**src/logic/rot_ret_pkg.sv**
```systemverilog
package rot_ret_pkg;
    // Instruction fields of a 14-bit word
    localparam int INSTR_W = 14;
    localparam int DATA_W = 8;
    localparam int PC_W = 13;
    localparam int OP_HI = 13;
    localparam int OP_LO = 8;
    localparam int DEST_BIT = 7;
    localparam int FADDR_HI = 6;
    localparam int FADDR_LO = 0;
    localparam int FADDR_W = 7;
    // Opcode fields, bits 13..8
    localparam logic [5:0] OP_ROT_LEFT = 6'h0D;
    localparam logic [5:0] OP_ROT_RIGHT = 6'h0C;
    // Return with literal: 11 01xx kkkk kkkk, bits 13..10
    localparam logic [3:0] OP_RET_LIT = 4'hD;
    // Plain return word
    localparam logic [13:0] OP_RETURN = 14'h0008;
    // Reset values
    localparam logic [7:0] W_RESET = 8'h00;
    localparam logic C_RESET = 1'b0;
    localparam logic [1:0] PHASE_RESET = 2'h0;
    localparam logic [12:0] PC_RESET = 13'h0000;
    // Phase counter values, Q1 first
    localparam logic [1:0] PH_Q1 = 2'h0;
    localparam logic [1:0] PH_Q2 = 2'h1;
    localparam logic [1:0] PH_Q3 = 2'h2;
    localparam logic [1:0] PH_Q4 = 2'h3;

    typedef enum logic [1:0] {
        OPC_NONE,
        OPC_ROT_LEFT,
        OPC_ROT_RIGHT,
        OPC_RETURN
    } opclass_type;
endpackage

```
**src/logic/rotate_return_exec.sv**
```systemverilog
`timescale 1ns/1ps
// Summary of operation
// - Rotate-left opcode shifts file value toward MSB through carry only.
// - Rotate-right opcode shifts file value toward LSB through carry only.
// - Destination bit 0 writes working register; 1 writes file back.
// - Rotate completes in one cycle: decode, read, compute, write at Q4.
// - Return-with-literal loads literal to W, pops stack at Q4; then nop.
// - Any return loads program counter from stack top value.
module rotate_return_exec
    import rot_ret_pkg::*;
(
    input wire logic clk_sys,                   // System clock
    input wire logic resetn,                    // Sync reset, active low
    input wire logic [INSTR_W-1:0] instr,       // Fetched instruction word
    input wire logic instr_valid,               // Word valid for this cycle
    input wire logic [DATA_W-1:0] file_rdata,   // File register read data
    input wire logic [PC_W-1:0] stack_top_value,// Top of return stack
    output logic [1:0] phase,                   // Q phase, 0 is Q1
    output logic [FADDR_W-1:0] file_addr,       // File register address
    output logic file_rd,                       // Read strobe in Q2
    output logic file_we,                       // Write strobe in Q4
    output logic [DATA_W-1:0] file_wdata,       // File write data
    output logic [DATA_W-1:0] w_value,          // Working register
    output logic carry_flag,                    // Carry flag
    output logic stack_pop,                     // Pop strobe in Q4
    output logic pc_load,                       // PC load strobe in Q4
    output logic [PC_W-1:0] pc_value,           // Program counter value
    output logic nop_cycle                      // Forced no-operation cycle
);
    // ----------------------------------------
    // Phase sequencer
    // ----------------------------------------
    logic [1:0] phase_reg;
    opclass_type op_reg;
    logic dest_reg;
    logic [FADDR_W-1:0] addr_reg;
    logic [DATA_W-1:0] lit_reg;
    logic lit_ret_reg;
    logic [DATA_W-1:0] operand_reg;
    logic [DATA_W-1:0] result_reg;
    logic carry_res_reg;
    logic [DATA_W-1:0] w_reg;
    logic carry_reg;
    logic flush_reg;
    logic flush_pending_reg;
    logic [PC_W-1:0] pc_reg;
    logic [DATA_W-1:0] rot_result;
    logic rot_carry;

    function automatic logic is_lit_return(input logic [INSTR_W-1:0] w);
        return w[OP_HI:OP_HI-3] == OP_RET_LIT;
    endfunction

    function automatic opclass_type classify(input logic [INSTR_W-1:0] w);
        if (w[OP_HI:OP_LO] == OP_ROT_LEFT)
            return OPC_ROT_LEFT;
        else if (w[OP_HI:OP_LO] == OP_ROT_RIGHT)
            return OPC_ROT_RIGHT;
        else if (is_lit_return(w) || w == OP_RETURN)
            return OPC_RETURN;
        else
            return OPC_NONE;
    endfunction

    // Free-running: every instruction cycle is exactly four clocks
    always_ff @(posedge clk_sys) begin
        if (!resetn)
            phase_reg <= PHASE_RESET;
        else
            phase_reg <= phase_reg + 2'h1;
    end

    // Phase views shared by every stage below
    logic in_q1;
    logic in_q2;
    logic in_q3;
    logic in_q4;
    assign in_q1 = (phase_reg == PH_Q1);
    assign in_q2 = (phase_reg == PH_Q2);
    assign in_q3 = (phase_reg == PH_Q3);
    assign in_q4 = (phase_reg == PH_Q4);

    // ----------------------------------------
    // Q1 decode
    // ----------------------------------------
    // The word after a return is already fetched; it is discarded, giving
    // the second, empty cycle of a branch.
    logic take_word;
    assign take_word = in_q1 && instr_valid && !flush_pending_reg;

    always_ff @(posedge clk_sys) begin
        if (!resetn) begin
            op_reg <= OPC_NONE;
            lit_ret_reg <= 1'b0;
        end else if (in_q1) begin
            if (take_word) begin
                op_reg <= classify(instr);
                lit_ret_reg <= is_lit_return(instr);
            end else begin
                op_reg <= OPC_NONE;
                lit_ret_reg <= 1'b0;
            end
        end
    end

    // Fields are only used while op_reg says so, so they may go stale
    always_ff @(posedge clk_sys) begin
        if (!resetn) begin
            dest_reg <= 1'b0;
            addr_reg <= '0;
        end else if (take_word) begin
            dest_reg <= instr[DEST_BIT];
            addr_reg <= instr[FADDR_HI:FADDR_LO];
        end
    end

    always_ff @(posedge clk_sys) begin
        if (!resetn)
            lit_reg <= '0;
        else if (take_word)
            lit_reg <= instr[DATA_W-1:0];
    end

    // ----------------------------------------
    // Q2 read, Q3 process
    // ----------------------------------------
    logic is_rot;
    logic is_ret;
    assign is_rot = (op_reg == OPC_ROT_LEFT) || (op_reg == OPC_ROT_RIGHT);
    assign is_ret = (op_reg == OPC_RETURN);

    always_ff @(posedge clk_sys) begin
        if (!resetn)
            operand_reg <= '0;
        else if (in_q2)
            operand_reg <= file_rdata;
    end

    // Registering the rotate at Q3 keeps the Q4 write flop to flop
    rotate_unit #(
        .WIDTH(DATA_W)
    ) rotate_unit_inst (
        .operand(operand_reg),
        .carry_in(carry_reg),
        .left(op_reg == OPC_ROT_LEFT),
        .result(rot_result),
        .carry_out(rot_carry)
    );

    always_ff @(posedge clk_sys) begin
        if (!resetn)
            result_reg <= '0;
        else if (in_q3)
            result_reg <= rot_result;
    end

    always_ff @(posedge clk_sys) begin
        if (!resetn)
            carry_res_reg <= C_RESET;
        else if (in_q3)
            carry_res_reg <= rot_carry;
    end

    // ----------------------------------------
    // Q4 write back
    // ----------------------------------------
    // Carry is the only status bit a rotate touches; a return leaves it
    always_ff @(posedge clk_sys) begin
        if (!resetn)
            carry_reg <= C_RESET;
        else if (in_q4 && is_rot)
            carry_reg <= carry_res_reg;
    end

    always_ff @(posedge clk_sys) begin
        if (!resetn) begin
            w_reg <= W_RESET;
        end else if (in_q4) begin
            if (is_rot && !dest_reg)
                w_reg <= result_reg;
            else if (is_ret && lit_ret_reg)
                w_reg <= lit_reg;
        end
    end

    always_ff @(posedge clk_sys) begin
        if (!resetn)
            pc_reg <= PC_RESET;
        else if (in_q4 && is_ret)
            pc_reg <= stack_top_value;
    end

    // Both flags rise at the Q4 edge of a return, so the marker covers all
    // four phases of the discarded cycle; pending only guards the next
    // decode and clears once that decode has been refused.
    always_ff @(posedge clk_sys) begin
        if (!resetn) begin
            flush_pending_reg <= 1'b0;
            flush_reg <= 1'b0;
        end else if (in_q4) begin
            flush_pending_reg <= is_ret;
            flush_reg <= is_ret;
        end else if (in_q1) begin
            flush_pending_reg <= 1'b0;
        end
    end

    // ----------------------------------------
    // Outputs
    // ----------------------------------------
    // Strobes come straight from the phase, so they stand one clock only
    assign phase = phase_reg;
    assign file_addr = addr_reg;
    assign file_rd = in_q2 && is_rot;
    assign file_we = in_q4 && is_rot && dest_reg;
    assign file_wdata = result_reg;
    assign w_value = w_reg;
    assign carry_flag = carry_reg;
    assign stack_pop = in_q4 && is_ret;
    assign pc_load = in_q4 && is_ret;
    assign pc_value = pc_reg;
    assign nop_cycle = flush_reg;
endmodule

```
**src/logic/rotate_unit.sv**
```systemverilog
`timescale 1ns/1ps
module rotate_unit
    import rot_ret_pkg::*;
#(
    parameter int WIDTH = DATA_W
) (
    input wire logic [WIDTH-1:0] operand, // Value read from file register
    input wire logic carry_in,            // Carry flag before instruction
    input wire logic left,                // 1 rotates left, 0 right
    output logic [WIDTH-1:0] result,      // Rotated value
    output logic carry_out                // New carry flag
);
    always_comb begin
        if (left) begin
            result = {operand[WIDTH-2:0], carry_in};
            carry_out = operand[WIDTH-1];
        end else begin
            result = {carry_in, operand[WIDTH-1:1]};
            carry_out = operand[0];
        end
    end
endmodule

```
**config.mk**
```make
export PLATFORM = sky130hd
export DESIGN_NAME = rotate_return_exec
export DESIGN_NICKNAME = d
export VERILOG_FILES = /design/src/logic/rot_ret_pkg.sv /design/src/logic/rotate_return_exec.sv /design/src/logic/rotate_unit.sv
export SDC_FILE = /design/constraint.sdc
export NUM_CORES = 1
export LEC_CHECK = 0
export BUFFER_PORTS_ARGS = -buffer_cell sky130_fd_sc_hd__clkbuf_2
export CAP_MARGIN = 15
export CELL_PAD_IN_SITES_DETAIL_PLACEMENT = 1
export CELL_PAD_IN_SITES_GLOBAL_PLACEMENT = 1
export CORE_MARGIN = 5
export CORE_UTILIZATION = 40
export CTS_CLUSTER_SIZE = 25
export DETAILED_ROUTE_END_ITERATION = 16
export GPL_TIMING_DRIVEN = 0
export PLACE_DENSITY = 0.86
export SLEW_MARGIN = 20
export SYNTH_ARGS = -nofsm -noshare
export SYNTH_HDL_FRONTEND = slang
export SYNTH_HIERARCHICAL = 1
export SYNTH_SLANG_ARGS = --single-unit
```
**constraint.sdc**
```tcl
create_clock -name clk_sys -period 3.7 [get_ports clk_sys]
set_input_delay 0.37 -clock clk_sys [delete_from_list [all_inputs] [get_ports clk_sys]]
set_output_delay 0.37 -clock clk_sys [all_outputs]
set_load 0.02 [all_outputs]
```
# Yosys cells after proc, flatten, opt, wreduce, memory -nomap -nowiden
# Index checks and enable logic that the tools add are counted.
# op_classes
n_mux	11
n_reduce_logical	16
n_addsub	1
eq_ne	10
# ops
operator	count
two-way mux 8 bit	3
== test 14 x 4 -> 1 bit (second input constant)	1
== test 6 x 4 -> 1 bit (second input constant)	2
== test 2 bit (second input constant)	4
logical AND 1 bit	8
two-way mux 2 bit	4
== test 2 x 1 -> 1 bit (second input constant)	2
== test 4 bit (second input constant)	1
two-way mux 1 bit	4
nonzero test 2 bit	2
adder 2 x 1 -> 2 bit (second input constant)	1
zero test 1 bit	2
zero test 2 bit	1
logical OR 1 bit	2
AND reduction 2 bit	1
# word_totals
input_bits	38
elab_cells	52
register_bits	62
out_inout_bits	44

# Depth between registers and ports, before layout
# logic_depth
ltp_word	6
mapped_depth	7
mapped_depth_nobuf	6

# Cells and area by module
# Netlist, hierarchy kept.
# by_module_without_submodules
mod	n_inst	area_per_inst_um2	cells_each
rotate_return_exec	1	2298.5	245
rotate_unit	1	146.4	10

# Least setup slack after synthesis
# No wires, ideal clock.
# synth_path
path_type	flip-flop to output port
start	register phase_reg[0] (netlist: phase[0])
end	output stack_pop
path_slack_ps	2022
t_arrival_ps	1308
required_time_ps	3330
path_stages_with_launch	6
cell_sequence	dfxtp_1 > ha_1 > nand2_1 > inv_2 > buf_4 > buf_4
# synth_via
elab_chain_cells	2
# synth_rtl
item	line_no	source
start: declaration	rotate_return_exec.sv:33	logic [1:0] phase_reg;
start signal: assignment	rotate_return_exec.sv:70	phase_reg <= phase_reg + 2'h1;
== test 2 bit	rotate_return_exec.sv:81	assign in_q4 = (phase_reg == PH_Q4);
logical AND 1 bit	--	
end: declaration	rotate_return_exec.sv:25	output logic stack_pop,
# Every way passes these cells.

# Worst setup path after layout
# layout_path
start	register phase_reg[0] (netlist: phase[0])
end	output stack_pop
# layout_via
elab_chain_cells	2
# layout_rtl
item	line_no	source
== test 2 bit	rotate_return_exec.sv:81	
logical AND 1 bit	rotate_return_exec.sv:219	assign stack_pop = in_q4 && is_ret;
# Every way passes these cells.

==> metrics.md <==
| Metric | Value |
|---|---|
| Final HPWL DP | `roughly 5200 µm` |
| CP delay by family, top | `buffers and inverters` |
| PD cells | `about 370 nW/µm²` |
| Final number of max-transition violations | `0` |
| Post-CTS setup buffer count | `0` |
| GP Congestion | `0.764` |
| Leakage | `~1.4 nW` |
| Site Rows | `28` |
| Clk slew on worst S/H paths | `~0.090 ns` |
| Yosys warning count | `6` |
| Max-slew headroom | `0.676` |
| Post-synth EDFFs | `0` |
| Status | `completed` |
| Worst Setup Slack, final | `about 1.5 ns` |
| Synth Cell Area | `approximately 2400 µm²` |
| Syn Nets | `between 200 and 300` |
| CTS buffer count | `5` |
| Yosys reg bits | `between 50 and 60` |
| Core area | `5920 µm²` |
| Hold crit path type | `in -> reg` |
| Initial antenna violation count | `0` |
| CP required | `approximately 3.3 ns` |
| Area Growth Syn to Fin | `24.7%` |
| Area post-placement | `2940 µm²` |
| IO Count | `82` |
| Main combinational cell family by area after synthesis | `simple AND/OR/NAND/NOR gates` |
| Peak per-stage delay on the critical path | `0.41 ns` |
| Ys async rst share | `0` |
| Die width | `88.2 µm` |
| Most frequent cell after synthesis | `dfxtp_1` |
| Slowest CP cell | `dfxtp_1` |
| Post-cts repair resize count | `0` |
| Cell accounting for the most synthesized area | `dfxtp_1` |
| Yosys top cell area share | `0.442` |
| Post-synthesis sequential area ratio | `0.442` |
| Root buf cell | `clkbuf_8` |
| Simple-gate share of the synthesized area | `0.211` |
| Max FFs per register | `13` |
| Placed cell count | `410` |
| Nets | `around 390` |
| Final Total Pwr | `between 1 and 1.5 mW` |
| Setup CP Type | `reg -> out` |
| DRC | `0` |
| First-pass GRT wire length | `around 11000 µm` |
| Hold slack | `about 0.27 ns` |
| Synth cell count leaders | `54 x dfxtp_1, 53 x nand2_1, 21 x nor2b_1, 18 x mux2i_1, 17 x a21boi_1` |
| Crit path capture type | `output port` |
| Clk buf depth | `2` |
| Total track usage | `0.178` |
| Routed wire per std cell | `15.7 µm` |
| Pre-CTS setup slack | `between 1.5 and 2 ns` |
| # hold bufs at CTS | `0` |
| Vias after detailed routing | `~2100` |
| Antenna Cells | `0` |
| Post-Route Utilization | `0.515` |
| Fin cells | `418` |
| RSZ-0062 raised after global routing | `no` |
| Drt total wl | `roughly 6600 µm` |
| Cell mode on critical path | `buf_4` |
| Setup Skew | `about 0.003 ns` |
| Max H-tree Level | `2` |
| CP Max Fanout | `11` |
| Largest net degree at the start of global routing | `16` |
| Post-Synth Adder-Cell Area | `0.0307` |
| Final setup viols | `0` |
| Clock Latency Late Sink | `0.31 ns` |
| Iteration-0 DRC Markers | `just under 60` |
| Final setup TNS | `0 ns` |
| Synth cell types | `36` |
| Antenna-violating nets left | `0` |
| Final Hold Fails | `0` |
| Design area | `around 3000 µm²` |
| Vias in the first global route | `2208` |
| Buf+Inv Stages, Crit Path | `4` |
| Syn_area_per_cell | `about 9.6 µm²` |
| Synth Area in Compound Gates | `0.138` |
| CTS tree | `yes` |
| Worst IR drop on VDD | `0.000150 V` |
| Initial core utilization | `0.413` |
| Die height | `between 80 and 90 µm` |
| FMAX | `approximately 450 MHz` |
| Arr. time, crit path | `about 1.9 ns` |
| Clock sinks | `54` |
| Global route overflow | `0` |
| Cell breakdown of the critical path | `ha_1, nand2_1, inv_2, buf_4, buf_4, clkbuf_2` |
| Layout cells sized above 1 | `0.341` |
| Buffers on Ports | `80` |
| Top cells by area, synth | `dfxtp_1 44%, nand2_1 8.1%, mux2i_1 7.4%, mux2_4 5.5%, nor2b_1 5.4%` |
| Worst slew pin tran | `between 0.4 and 0.5 ns` |
| Mapped Cells | `around 260` |
| Fraction of synthesized area in multiplexers | `0.129` |
| FF-to-FF setup slack | `about 2.1 ns` |
| Fin crit share | `0.603` |
| Vias/cell | `about 5` |
| Primary FF master, synth | `dfxtp_1` |
| Max-Cap Viols | `0` |
| DR pass1 iterations | `4` |
| CP Launch Type | `flip-flop` |
| Die area | `a little under 8000 µm²` |
| Final min period | `~2.2 ns` |
| Xor/xnor cell area share of the yosys netlist | `0` |
-- worst register-to-register path, delay by kind of cell, from the launching register on --
| kind | cells | cell delay, ns |
|---|---|---|
| AO/OA/AOI/OAI | 2 | 0.34 |
| adder cells (fa/ha/maj) | 1 | 0.32 |
| buffers and inverters | 2 | 0.21 |
| flip-flops | 1 | 0.38 |
| AND/OR/NAND/NOR | 2 | 0.27 |
-- power by group --
part	switching, mW	internal (mW)
Sequential	0.0144	0.596
Combinational	0.0715	0.0632
Clock	0.188	0.189
Total	0.274	0.849
-- final timing paths --
| kind | endpoint | depth (start not counted) | start |
|---|---|---|---|
| worst min-delay path | pc_value[8]$_SDFFE_PN0P_ | 3 | stack_top_value[8] |
| worst max register to register | w_value[6]$_SDFFE_PN0P_ | 7 | op_reg[1]$_SDFFE_PN0N_ |
| worst min register to register | pc_value[12]$_SDFFE_PN0P_ | 2 | pc_value[12]$_SDFFE_PN0P_ |
| worst max-delay path | stack_pop | 6 | phase[0]$_SDFF_PN0_ |
-- placed cells by master, fill, tap and decap left out, types with 2 or more instances in the layout --
master / synthesis / layout
nand3_1: 9 / 9
buf_6: 3 / 3
clkbuf_2: 0 / 80
mux2i_1: 18 / 18
and2_1: 5 / 5
buf_2: 6 / 6
nand4_1: 2 / 2
o211a_1: 8 / 8
dfxtp_1: 54 / 54
mux2_4: 9 / 9
clkbuf_8: 0 / 8
inv_1: 5 / 5
a21boi_0: 5 / 5
a21boi_1: 17 / 17
o21ai_0: 8 / 8
buf_4: 2 / 2
nand2_1: 53 / 53
o22ai_1: 2 / 2
clkbuf_1: 5 / 5
nor2b_1: 21 / 21
ha_1: 6 / 6
-- layout make-up --
class / count / area (µm²)
Fill cell: 721 / 2870
Multi-Input combinational cell: 179 / 1240
Sequential cell: 54 / 1080
Timing Repair Buffer: 80 / 400
Clock buffer: 8 / 110
Buffer: 16 / 97.6
Tap cell: 75 / 93.8
Inverter: 6 / 22.5
-- metal layers --
metal	up-vias	routed length (µm)	share of wire	global-route usage
met5	-	0	0	0
met4	0	51	0.0078	0.0467
li1	1028	-	-	-
met3	7	506	0.077	0.0621
met2	61	3350	0.51	0.321
met1	1000	2650	0.40	0.199
-- logic make-up after synthesis --
group	after synthesis
AND/OR/NAND/NOR	102
buffers and inverters	22
AO/OA/AOI/OAI	44
flip-flops	54
adder cells (fa/ha/maj)	6
multiplexers	27
Power figures use the tool's default switching activity.
